`src/hdl/pg_mask_regs.vh`:
```
// Register offsets, field positions and reset defaults of the power-good mask bank.
`ifndef PG_MASK_REGS_VH
`define PG_MASK_REGS_VH
`define OUTPUT3_RAIL_PG_MASK_OFFSET 8'haa
`define OUTPUT3_MISC_PG_MASK_OFFSET 8'hab
`define SHARED_CONTROL_PIN_PG_MASK_OFFSET 8'hac
`define RAIL_AUX_LDO_TWO_BIT 7
`define RAIL_LOAD_SWITCH_A_ONE_BIT 6
`define RAIL_STEP_DOWN_MSB 5
`define RAIL_STEP_DOWN_LSB 0
`define MISC_CONTROL_INPUT_5_BIT 7
`define MISC_CONTROL_INPUT_4_BIT 6
`define MISC_CONTROL_INPUT_2_BIT 5
`define MISC_CONTROL_INPUT_1_BIT 4
`define MISC_DDR_TERM_BIT 3
`define MISC_SHARED_SRC_BIT 2
`define MISC_LOAD_SWITCH_B_ONE_BIT 1
`define MISC_AUX_LDO_THREE_BIT 0
`define SHARED_OUT1_CONTROL_INPUT_3_BIT 7
`define SHARED_OUT1_CONTROL_INPUT_6_BIT 6
`define SHARED_OUT4_CONTROL_INPUT_3_BIT 5
`define SHARED_OUT4_CONTROL_INPUT_6_BIT 4
`define SHARED_OUT2_CONTROL_INPUT_3_BIT 3
`define SHARED_OUT2_CONTROL_INPUT_6_BIT 2
`define SHARED_OUT3_CONTROL_INPUT_3_BIT 1
`define SHARED_OUT3_CONTROL_INPUT_6_BIT 0
`define MASK_RESET_ALL_IGNORED 8'hff
`endif

```
`src/hdl/pg_source_sync.v`:
```
// Two-flip-flop synchroniser bank for asynchronous power-good and control-pin inputs.
`timescale 1ns/10ps
`default_nettype none
module pg_source_sync #(
	parameter WIDTH = 16
) (
	input wire clock,
	input wire reset,
	input wire [WIDTH-1:0] async_in,
	output reg [WIDTH-1:0] sync_out
);
	reg [WIDTH-1:0] meta_reg;
	genvar i;
	generate
		for (i = 0; i < WIDTH; i = i + 1) begin : g_sync
			always @(posedge clock) begin
				if (reset) begin
					meta_reg[i] <= 1'b0;
					sync_out[i] <= 1'b0;
				end else begin
					meta_reg[i] <= async_in[i];
					sync_out[i] <= meta_reg[i];
				end
			end
		end
	endgenerate
endmodule // pg_source_sync
`default_nettype wire

```
`src/hdl/power_good_mask_aggregator.v`:
```
// Mask register bank and power-good tree for the third power-good output.
`timescale 1ns/10ps
`default_nettype none
`include "pg_mask_regs.vh"

// Function
// RULE1: Output good only when all unmasked sources good.
// RULE2: Rail mask bit 7 gates aux_ldo_two.
// RULE3: Rail mask bit 6 gates load_switch_a_one.
// RULE4: Rail mask bits 5..0 gate step-down rails.
// RULE5: Misc mask bits 7..4 gate control inputs.
// RULE6: Misc mask bit 3 gates termination LDO.
// RULE7: Misc mask bit 2 gates variant-chosen shared source.
// RULE8: Misc mask bit 1 gates load_switch_b_one.
// RULE9: Misc mask bit 0 gates aux_ldo_three.
// RULE10: Shared register holds control_input_3/6 masks per output.
// RULE11: Shared mask zero includes, one excludes input.
// RULE12: Masks read-write; resets from factory programming.
module power_good_mask_aggregator #(
	parameter [7:0] RAIL_MASK_RESET = `MASK_RESET_ALL_IGNORED,
	parameter [7:0] MISC_MASK_RESET = `MASK_RESET_ALL_IGNORED,
	parameter [7:0] SHARED_MASK_RESET = `MASK_RESET_ALL_IGNORED
) (
	input wire clock,
	input wire reset,
	input wire reg_write,
	input wire reg_read,
	input wire [7:0] reg_addr,
	input wire [7:0] reg_wdata,
	output reg [7:0] reg_rdata,
	input wire [5:0] step_down_rail_pg,
	input wire load_switch_a_one_pg,
	input wire aux_ldo_two_pg,
	input wire aux_ldo_three_pg,
	input wire load_switch_b_one_pg,
	input wire shared_switch_or_ldo_pg,
	input wire ddr_termination_ldo_pg,
	input wire [6:1] control_input,
	output reg pg_output_three,
	output reg [7:0] shared_control_pin_mask_out
);
	// Tree positions follow the mask bits, so a source and its mask share one index.
	localparam SOURCE_COUNT = 18;
	localparam MISC_BASE = 8;
	localparam CONTROL_INPUT_6_INDEX = 16;
	localparam CONTROL_INPUT_3_INDEX = 17;

	reg [7:0] output3_rail_pg_mask_reg;
	reg [7:0] output3_rail_pg_mask_next;
	reg [7:0] output3_misc_pg_mask_reg;
	reg [7:0] output3_misc_pg_mask_next;
	reg [7:0] shared_control_pin_pg_mask_reg;
	reg [7:0] shared_control_pin_pg_mask_next;
	reg [7:0] reg_rdata_next;
	reg pg_output_three_next;
	reg [7:0] shared_control_pin_mask_out_next;
	wire rail_select;
	wire misc_select;
	wire shared_select;
	wire rail_write;
	wire misc_write;
	wire shared_write;
	wire [SOURCE_COUNT-1:0] raw_sources;
	wire [SOURCE_COUNT-1:0] good_sync;
	wire [SOURCE_COUNT-1:0] mask_vector;
	wire [SOURCE_COUNT-1:0] source_term;
	wire tree_good;

	assign rail_select = (reg_addr == `OUTPUT3_RAIL_PG_MASK_OFFSET);
	assign misc_select = (reg_addr == `OUTPUT3_MISC_PG_MASK_OFFSET);
	assign shared_select = (reg_addr == `SHARED_CONTROL_PIN_PG_MASK_OFFSET);
	assign rail_write = reg_write & rail_select;
	assign misc_write = reg_write & misc_select;
	assign shared_write = reg_write & shared_select;

	// Each pin lands on the index of the mask bit that gates it.
	assign raw_sources[`RAIL_STEP_DOWN_MSB:`RAIL_STEP_DOWN_LSB] = step_down_rail_pg; // RULE4
	assign raw_sources[`RAIL_LOAD_SWITCH_A_ONE_BIT] = load_switch_a_one_pg; // RULE3
	assign raw_sources[`RAIL_AUX_LDO_TWO_BIT] = aux_ldo_two_pg; // RULE2
	assign raw_sources[MISC_BASE + `MISC_AUX_LDO_THREE_BIT] = aux_ldo_three_pg; // RULE9
	assign raw_sources[MISC_BASE + `MISC_LOAD_SWITCH_B_ONE_BIT] = load_switch_b_one_pg; // RULE8
	assign raw_sources[MISC_BASE + `MISC_SHARED_SRC_BIT] = shared_switch_or_ldo_pg; // RULE7
	assign raw_sources[MISC_BASE + `MISC_DDR_TERM_BIT] = ddr_termination_ldo_pg; // RULE6
	assign raw_sources[MISC_BASE + `MISC_CONTROL_INPUT_1_BIT] = control_input[1]; // RULE5
	assign raw_sources[MISC_BASE + `MISC_CONTROL_INPUT_2_BIT] = control_input[2]; // RULE5
	assign raw_sources[MISC_BASE + `MISC_CONTROL_INPUT_4_BIT] = control_input[4]; // RULE5
	assign raw_sources[MISC_BASE + `MISC_CONTROL_INPUT_5_BIT] = control_input[5]; // RULE5
	assign raw_sources[CONTROL_INPUT_6_INDEX] = control_input[6]; // RULE10
	assign raw_sources[CONTROL_INPUT_3_INDEX] = control_input[3]; // RULE10

	// Pins arrive from other domains, so every source is synchronised before the tree.
	pg_source_sync #(
		.WIDTH(SOURCE_COUNT)
	) u_sync (
		.clock(clock),
		.reset(reset),
		.async_in(raw_sources),
		.sync_out(good_sync)
	);

	assign mask_vector[`RAIL_STEP_DOWN_MSB:`RAIL_STEP_DOWN_LSB] =
		output3_rail_pg_mask_reg[`RAIL_STEP_DOWN_MSB:`RAIL_STEP_DOWN_LSB]; // RULE4
	assign mask_vector[`RAIL_LOAD_SWITCH_A_ONE_BIT] =
		output3_rail_pg_mask_reg[`RAIL_LOAD_SWITCH_A_ONE_BIT]; // RULE3
	assign mask_vector[`RAIL_AUX_LDO_TWO_BIT] =
		output3_rail_pg_mask_reg[`RAIL_AUX_LDO_TWO_BIT]; // RULE2
	assign mask_vector[MISC_BASE + `MISC_AUX_LDO_THREE_BIT] =
		output3_misc_pg_mask_reg[`MISC_AUX_LDO_THREE_BIT]; // RULE9
	assign mask_vector[MISC_BASE + `MISC_LOAD_SWITCH_B_ONE_BIT] =
		output3_misc_pg_mask_reg[`MISC_LOAD_SWITCH_B_ONE_BIT]; // RULE8
	assign mask_vector[MISC_BASE + `MISC_SHARED_SRC_BIT] =
		output3_misc_pg_mask_reg[`MISC_SHARED_SRC_BIT]; // RULE7
	assign mask_vector[MISC_BASE + `MISC_DDR_TERM_BIT] =
		output3_misc_pg_mask_reg[`MISC_DDR_TERM_BIT]; // RULE6
	assign mask_vector[MISC_BASE + `MISC_CONTROL_INPUT_1_BIT] =
		output3_misc_pg_mask_reg[`MISC_CONTROL_INPUT_1_BIT]; // RULE5
	assign mask_vector[MISC_BASE + `MISC_CONTROL_INPUT_2_BIT] =
		output3_misc_pg_mask_reg[`MISC_CONTROL_INPUT_2_BIT]; // RULE5
	assign mask_vector[MISC_BASE + `MISC_CONTROL_INPUT_4_BIT] =
		output3_misc_pg_mask_reg[`MISC_CONTROL_INPUT_4_BIT]; // RULE5
	assign mask_vector[MISC_BASE + `MISC_CONTROL_INPUT_5_BIT] =
		output3_misc_pg_mask_reg[`MISC_CONTROL_INPUT_5_BIT]; // RULE5
	assign mask_vector[CONTROL_INPUT_6_INDEX] =
		shared_control_pin_pg_mask_reg[`SHARED_OUT3_CONTROL_INPUT_6_BIT]; // RULE11
	assign mask_vector[CONTROL_INPUT_3_INDEX] =
		shared_control_pin_pg_mask_reg[`SHARED_OUT3_CONTROL_INPUT_3_BIT]; // RULE11

	// A set mask bit forces its term true, so a masked source can never pull the output low.
	genvar i;
	generate
		for (i = 0; i < SOURCE_COUNT; i = i + 1) begin : g_term
			assign source_term[i] = good_sync[i] | mask_vector[i]; // RULE1
		end
	endgenerate
	assign tree_good = &source_term; // RULE1

	always @* begin
		output3_rail_pg_mask_next = output3_rail_pg_mask_reg;
		output3_misc_pg_mask_next = output3_misc_pg_mask_reg;
		shared_control_pin_pg_mask_next = shared_control_pin_pg_mask_reg;
		if (rail_write) begin
			output3_rail_pg_mask_next = reg_wdata; // RULE12
		end
		if (misc_write) begin
			output3_misc_pg_mask_next = reg_wdata; // RULE12
		end
		if (shared_write) begin
			shared_control_pin_pg_mask_next = reg_wdata; // RULE10 RULE12
		end
	end

	// Unmapped offsets read as zero; a read in the cycle of a write returns the old value.
	always @* begin
		reg_rdata_next = reg_rdata;
		if (reg_read) begin
			case (reg_addr)
				`OUTPUT3_RAIL_PG_MASK_OFFSET: begin
					reg_rdata_next = output3_rail_pg_mask_reg; // RULE12
				end
				`OUTPUT3_MISC_PG_MASK_OFFSET: begin
					reg_rdata_next = output3_misc_pg_mask_reg; // RULE12
				end
				`SHARED_CONTROL_PIN_PG_MASK_OFFSET: begin
					reg_rdata_next = shared_control_pin_pg_mask_reg; // RULE12
				end
				default: begin
					reg_rdata_next = 8'h00;
				end
			endcase
		end
	end

	always @* begin
		pg_output_three_next = tree_good; // RULE1
		shared_control_pin_mask_out_next = shared_control_pin_pg_mask_reg; // RULE10
	end

	// Reset loads factory-programmed defaults, which differ per variant, hence parameters.
	always @(posedge clock) begin
		if (reset) begin
			output3_rail_pg_mask_reg <= RAIL_MASK_RESET; // RULE12
		end else begin
			output3_rail_pg_mask_reg <= output3_rail_pg_mask_next; // RULE12
		end
	end

	always @(posedge clock) begin
		if (reset) begin
			output3_misc_pg_mask_reg <= MISC_MASK_RESET; // RULE12
		end else begin
			output3_misc_pg_mask_reg <= output3_misc_pg_mask_next; // RULE12
		end
	end

	always @(posedge clock) begin
		if (reset) begin
			shared_control_pin_pg_mask_reg <= SHARED_MASK_RESET; // RULE12
		end else begin
			shared_control_pin_pg_mask_reg <= shared_control_pin_pg_mask_next; // RULE12
		end
	end

	always @(posedge clock) begin
		if (reset) begin
			reg_rdata <= 8'h00;
		end else begin
			reg_rdata <= reg_rdata_next;
		end
	end

	// Output stays low during reset so nothing downstream sees a false good.
	always @(posedge clock) begin
		if (reset) begin
			pg_output_three <= 1'b0;
		end else begin
			pg_output_three <= pg_output_three_next; // RULE1
		end
	end

	always @(posedge clock) begin
		if (reset) begin
			shared_control_pin_mask_out <= SHARED_MASK_RESET;
		end else begin
			shared_control_pin_mask_out <= shared_control_pin_mask_out_next; // RULE10
		end
	end
endmodule // power_good_mask_aggregator
`default_nettype wire

```
`config.mk`:
```
export PLATFORM = sky130hd
export DESIGN_NAME = power_good_mask_aggregator
export DESIGN_NICKNAME = d
export VERILOG_FILES = /design/src/hdl/pg_source_sync.v /design/src/hdl/power_good_mask_aggregator.v
export VERILOG_INCLUDE_DIRS = /design/src /design/src/hdl
export SDC_FILE = /design/constraint.sdc
export NUM_CORES = 1
export LEC_CHECK = 0
export ABC_AREA = 1
export BUFFER_PORTS_ARGS = -buffer_cell sky130_fd_sc_hd__buf_4
export CAP_MARGIN = 20
export CORE_ASPECT_RATIO = 0.7
export CORE_MARGIN = 3
export CORE_UTILIZATION = 54
export CTS_CLUSTER_DIAMETER = 200
export DETAILED_ROUTE_END_ITERATION = 10
export PLACE_DENSITY = 0.78
export SYNTH_ARGS = -nofsm -noshare
export SYNTH_HDL_FRONTEND = slang
export SYNTH_SLANG_ARGS = --single-unit
```
`constraint.sdc`:
```
create_clock -name clock -period 1 [get_ports clock]
set_input_delay 0.1 -clock clock [delete_from_list [all_inputs] [get_ports clock]]
set_output_delay 0.1 -clock clock [all_outputs]
set_load 0.02 [all_outputs]
```
==> results of run 1 <==
power groups by stage:
stage	Combinational [mW]	Sequential, mW	Clock (mW)
CTS	0.465	3.16	2.24
floorplan	0.177	3.23	0
global placement	0.375	3.23	0
detailed placement	0.384	3.23	0
global route	0.518	3.17	2.38
finish	0.471	3.16	2.22
critical path: stages (launching register included):
cell	delay [ns]
dfxtp_2	0.35
nor2_2	0.05
nor4_2	0.26
nand3_1	0.11
nor2_1	0.12
cell type report:
type,instances,area share [%]
flip-flops and latches,77,39.0
inverters,47,4.44
well taps,69,2.17
multi-input cells,210,27.2
clock buffers,11,3.81
clock inverters,5,1.07
repair buffers,101,22.3
kinds of logic after synthesis:
family	Yosys count
flip-flops	77
buffers and inverters	58
AND/OR/NAND/NOR	198
AO/OA/AOI/OAI	12
final timing paths:
check	from	end	depth (start not counted)
hold reg to reg	u_sync.meta_reg[17]$_SDFF_PP0_	u_sync.sync_out[17]$_SDFF_PP0_	2
setup / recovery	output3_misc_pg_mask_reg[3]$_SDFFE_PP1P_	pg_output_three$_SDFF_PP0_	4
setup reg to reg	output3_misc_pg_mask_reg[3]$_SDFFE_PP1P_	pg_output_three$_SDFF_PP0_	4
hold / removal	reg_read	reg_rdata[2]$_SDFFE_PP0P_	3
cells in the mapped netlist:
cell type	instances
nand2_2	3
nand3_1	56
nor2_8	4
nor2_1	52
a21oi_1	1
a21oi_2	8
dfxtp_1	77
nand2_1	68
o21ai_1	1
inv_1	41
nor3_1	3
nand3_4	3
or2_2	7
o22ai_1	1
o21ai_0	1
nor4_1	2
clkbuf_1	6
buf_6	2
inv_2	6
buf_2	3
routing by layer:
layer / GRT usage (%) / wire length, um
met5: 0 / 0
met4: 9.81 / 93
met3: 7.90 / 518
met2: 36.9 / 3050
met1: 27.5 / 2860
repair_timing:
item                       4_1_cts  5_1_grt
hold endpoints to repair        42        0
gates resized for setup          0       13
setup endpoints to repair        0        2
hold buffers                    26        0
per-stage QoR:
stage | total power, mW | util (%) | setup WS (ns) | std cells
floorplan | 3.41 | - | 0.107 | 345
global placement | 3.61 | 70.7 | -0.0966 | 478
detailed placement | 3.62 | 70.7 | -0.116 | 478
CTS | 5.87 | 80.0 | 0.0280 | 520
global route | 6.06 | 80.9 | -0.0280 | 520
finish | 5.85 | 80.9 | 0.0315 | 520
==> qor.yml, run 1 <==
power_and_ir_drop:
  internal_power_mw: 4.44
  seq_power_share_pct: 54.0
  switching_power_mw: 1.41
  switching_share_pct: 24.1
  ir_worst_vdd_uv: 1380
  power.density_nw_per_um2: 1470
  combPwrFrac_pct: 8.1
  p_leak_nw: 1.93
  p_clk_share_pct: 37.9
cts:
  cts.sinks: 77
  h-tree-depth: 3
  postCtsSetupRepairBufs: 0
  clk_pin_slew_ns: 0.09
  cts_tree: "done"
  clockRootBuffer: "clkbuf_8"
  numCtsBuffers: 9
  clkLatencyLatePin_ns: 0.36
  clk_path_buf_depth: 2
finish:
  multiInputGateArea_sq_um: 1080
  postLayoutCellArea_sq_um: 3970
  fillers: 331
  synthToLayoutAreaGrowth_pct: 40.8
  drive_gt1_share_pct: 29.3
  final_cell_mix: "dfxtp_1, buf_4, nand2_1"
  ff_latch_area_sq_um: 1550
  nets: 484
  antenna_cells: 0
  layout_commonest_cell: "dfxtp_1"
worst_setup_path:
  crit_arrival_ns: 1.26
  path_max_fanout: 2
  crit_path_start_kind: "flop"
  critical_path_class: "flop to flop"
  reg2reg_slack_ns: 0.03
  cp-end-kind: "flop"
  critPathRequiredTime_ns: 1.29
global_routing:
  grt_pass1_vias: 2289
  grt_pass1_wl_um: 10600
  grt_use_total_pct: 22.7
  antenna_found_initial: 0
  overflow: 0
  grt_max_degree: 25
timing:
  slew_viol_final: 0
  worst_pin_slew_ns: 0.267
  fmax_mhz: 1030
  final.min_clock_period_ns: 0.969
  post-route-period-util_pct: 96.9
  slew_headroom_pct: 82.2
  holdWs_ns: 0.0517
  fin_skew_ns: 0.0127
  finalSetupTns_ns: 0
  hold_viol: 0
  setup-violations-final: 0
detailed_routing:
  drtIter0Drc: 154
  viasPerCell: 4.83
  wl_per_cell_um: 12.5
  vias: 2513
  firstDrtPassIters: 5
  drt.antenna.violating_nets: 0
  routed_wl_um: 6520
  drc: 0
synth:
  synth_nets: 383
  synth_area_sq_um: 2820
  synth_area_leader_cell: "dfxtp_1"
  synth_compound_area_share_pct: 3.24
  synth_xor_area_share_pct: 0
  yosys.area_share.adder_pct: 0
  synth_top_area_share_pct: 54.6
  syn-instance-count: 345
  synthTopCellsByArea: "dfxtp_1, nand3_1, nand2_1, nor2_1, inv_1"
  synthMuxAreaShare_pct: 0
  synth_top_family_by_area: "simple AND/OR/NAND/NOR gates"
  ys_seq_elements: 77
  synth-seq-area-share_pct: 54.6
  ys_types: 20
  avgSynthCellArea_sq_um: 8.18
  ys.warnings.count: 0
  synthSimpleGateAreaFrac_pct: 33.8
place:
  gp_congestion: 0.901
  io_buffers: 54
  placed_area_sq_um: 3470
  place_hpwl_um: 4440
floorplan:
  core_area_sq_um: 4910
  die_h_um: 66.5
  rows: 21
  initial_core_util_pct: 57.4
  io_pins: 55
  die_area_sq_um: 6140
  die_x_um: 92.4
worst_hold_path:
  holdCritPathClass: "input port to flop"
status:
  status: "finished clean"
job:
  drv_cap: 0
No activity file was read; power rests on OpenSTA's default activity.
==> run 2, diff against run 1 <==
BUFFER_PORTS_ARGS = not set   (was -buffer_cell sky130_fd_sc_hd__buf_4)
CORE_UTILIZATION = 61   (was 54)
DONT_BUFFER_PORTS = 1   (was not set)
PLACE_DENSITY = 0.77   (was 0.78)
==> qor.yml, run 2 (synthesis gave the netlist of run 1 again) <==
detailed_routing:
  routed_wl_um: 6310  # was 6520 um
  drc: 0  # unchanged
  vias: 2395  # was 2513
  viasPerCell: 5.32  # was 4.83
  firstDrtPassIters: 6  # was 5
  drtIter0Drc: 302  # was 154
  wl_per_cell_um: 14.0  # was 12.5 um
  drt.antenna.violating_nets: 0  # unchanged
worst_setup_path:
  critPathSlowestCell: "dfxtp_2"  # unchanged
  crit_path_start_kind: "flop"  # unchanged
  critPathRequiredTime_ns: 1.27  # was 1.29 ns
  crit_arrival_ns: 1.37  # was 1.26 ns
  cp_top_family: "simple AND/OR/NAND/NOR gates"  # unchanged
  path_cells: "nor2_1, nor4_1, nand3_1, nor2_1"  # was nor2_2, nor4_2, nand3_1, nor2_1
  cp-end-kind: "flop"  # unchanged
  path_buf_inv: 0  # unchanged
  cp_slowest_stage_delay_ns: 0.36  # was 0.35 ns
  worst_path_most_repeated_cell: "nor2_1"
  critical_path_class: "flop to flop"  # unchanged
  path_max_fanout: 3  # was 2
finish:
  layout_commonest_cell: "dfxtp_1"  # unchanged
  final_cell_mix: "dfxtp_1, nand2_1, nand3_1"  # was dfxtp_1, buf_4, nand2_1
  antenna_cells: 0  # unchanged
  nets: 428  # was 484
  final_util_pct: 79.8  # was 80.9%
  synthToLayoutAreaGrowth_pct: 24.5  # was 40.8%
  drive_gt1_share_pct: 19.2  # was 29.3%
  final_cells: 450  # was 520
floorplan:
  die_area_sq_um: 5490  # was 6140 sq um
  core_area_sq_um: 4400  # was 4910 sq um
  die_h_um: 62.9  # was 66.5 um
  die_x_um: 87.3  # was 92.4 um
  rows: 20  # was 21
  io_pins: 55  # unchanged
  initial_core_util_pct: 64.1  # was 57.4%
cts:
  numCtsBuffers: 9  # unchanged
  h-tree-depth: 3  # unchanged
  clk_path_buf_depth: 2  # unchanged
  clockRootBuffer: "clkbuf_8"  # unchanged
  cts.sinks: 77  # unchanged
  clk_pin_slew_ns: 0.07  # was 0.09 ns
  cts_hold_buffers: 26  # unchanged
  clkLatencyLatePin_ns: 0.35  # was 0.36 ns
  postCtsSetupRepairBufs: 0  # unchanged
  cts_tree: "done"  # unchanged
timing:
  final.min_clock_period_ns: 1.10  # was 0.969 ns
  worst_pin_slew_ns: 0.301  # was 0.267 ns
  fin_ws_ns: -0.0986  # was 0.0315 ns
  holdWs_ns: -0.187  # was 0.0517 ns
  hold_viol: 34  # was 0
  fin_skew_ns: 0.00699  # was 0.0127 ns
  post-route-period-util_pct: 110  # was 96.9%
  slew_headroom_pct: 79.8  # was 82.2%
  fmax_mhz: 910  # was 1030 MHz
  setup-violations-final: 1  # was 0
  slew_viol_final: 0  # unchanged
place:
  dp_slack_ns: -0.0608  # was -0.116 ns
  io_buffers: 0  # was 54
  gp_congestion: 0.949  # was 0.901
  post-place-cells: 408  # was 478
  place_hpwl_um: 4020  # was 4440 um
power_and_ir_drop:
  ir_worst_vdd_uv: 1590  # was 1380 uV
  p_leak_nw: 1.69  # was 1.93 nW
  finalPower_mw: 5.59  # was 5.85 mW
  power.density_nw_per_um2: 1590  # was 1470 nW/um^2
global_routing:
  grt_use_total_pct: 24.7  # was 22.7%
  grt_max_degree: 54  # was 25
  grt_pass1_vias: 2261  # was 2289
  antenna_found_initial: 0  # unchanged
  overflow: 0  # unchanged
  grt_pass1_wl_um: 10400  # was 10600 um
status:
  status: "complete, but fails checks"  # was finished clean
  violations: "hold timing, setup timing"
worst_hold_path:
  holdCritPathClass: "input port to flop"  # unchanged
job:
  drv_cap: 0  # unchanged
## run 2: worst paths after layout
check	startpoint	to	slack (ns)	cells past startpoint
worst min-delay path	reset	u_sync.sync_out[15]$_SDFF_PP0_	-0.19	1
worst max-delay path	output3_misc_pg_mask_reg[1]$_SDFFE_PP1P_	pg_output_three$_SDFF_PP0_	-0.1	4
worst min register to register	u_sync.meta_reg[0]$_SDFF_PP0_	u_sync.sync_out[0]$_SDFF_PP0_	0.40	2
worst max register to register	output3_misc_pg_mask_reg[1]$_SDFFE_PP1P_	pg_output_three$_SDFF_PP0_	-0.1	4
## run 2: metrics by stage
step | instance area, sq um | TNS, ns | hold slack [ns]
3_5_place_dp | 3020 | -0.0878 | 0.173
2_1_floorplan | 2820 | 0 | 0.207
6_report | 3510 | -0.0986 | -0.187
3_3_place_gp | 3020 | 0 | 0.173
4_1_cts | 3480 | 0 | -0.205
5_1_grt | 3510 | -0.149 | -0.214
## run 2: final cells by class
| type | count | area, sq um |
|---|---|---|
| flip-flops and latches | 77 | 1550 |
| multi-input cells | 210 | 1080 |
| fillers | 295 | 891 |
| repair buffers | 45 | 453 |
| inverters | 47 | 176 |
| clock buffers | 11 | 151 |
| well taps | 55 | 68.8 |
| clock inverters | 5 | 35.0 |
## run 2: routing by layer
layer	global-route usage, %	part of all wire [%]	up-vias
met5	0	0	-
met4	9.77	2.3	0
met3	10.3	11	19
met2	38.0	47	134
met1	30.6	40	1083
li1	-	-	1159
## run 2: timing repair
item	4_1_cts	5_1_grt
setup endpoints to repair	1	1
pin swaps	1	4
hold endpoints to repair	75	34
gates cloned	0	0
resized for setup	2	11
## run 2: report_power, final
| part | switching (mW) | internal (mW) |
|---|---|---|
| clock network | 1.11 | 1.04 |
| logic | 0.146 | 0.136 |
| registers | 0.0272 | 3.14 |
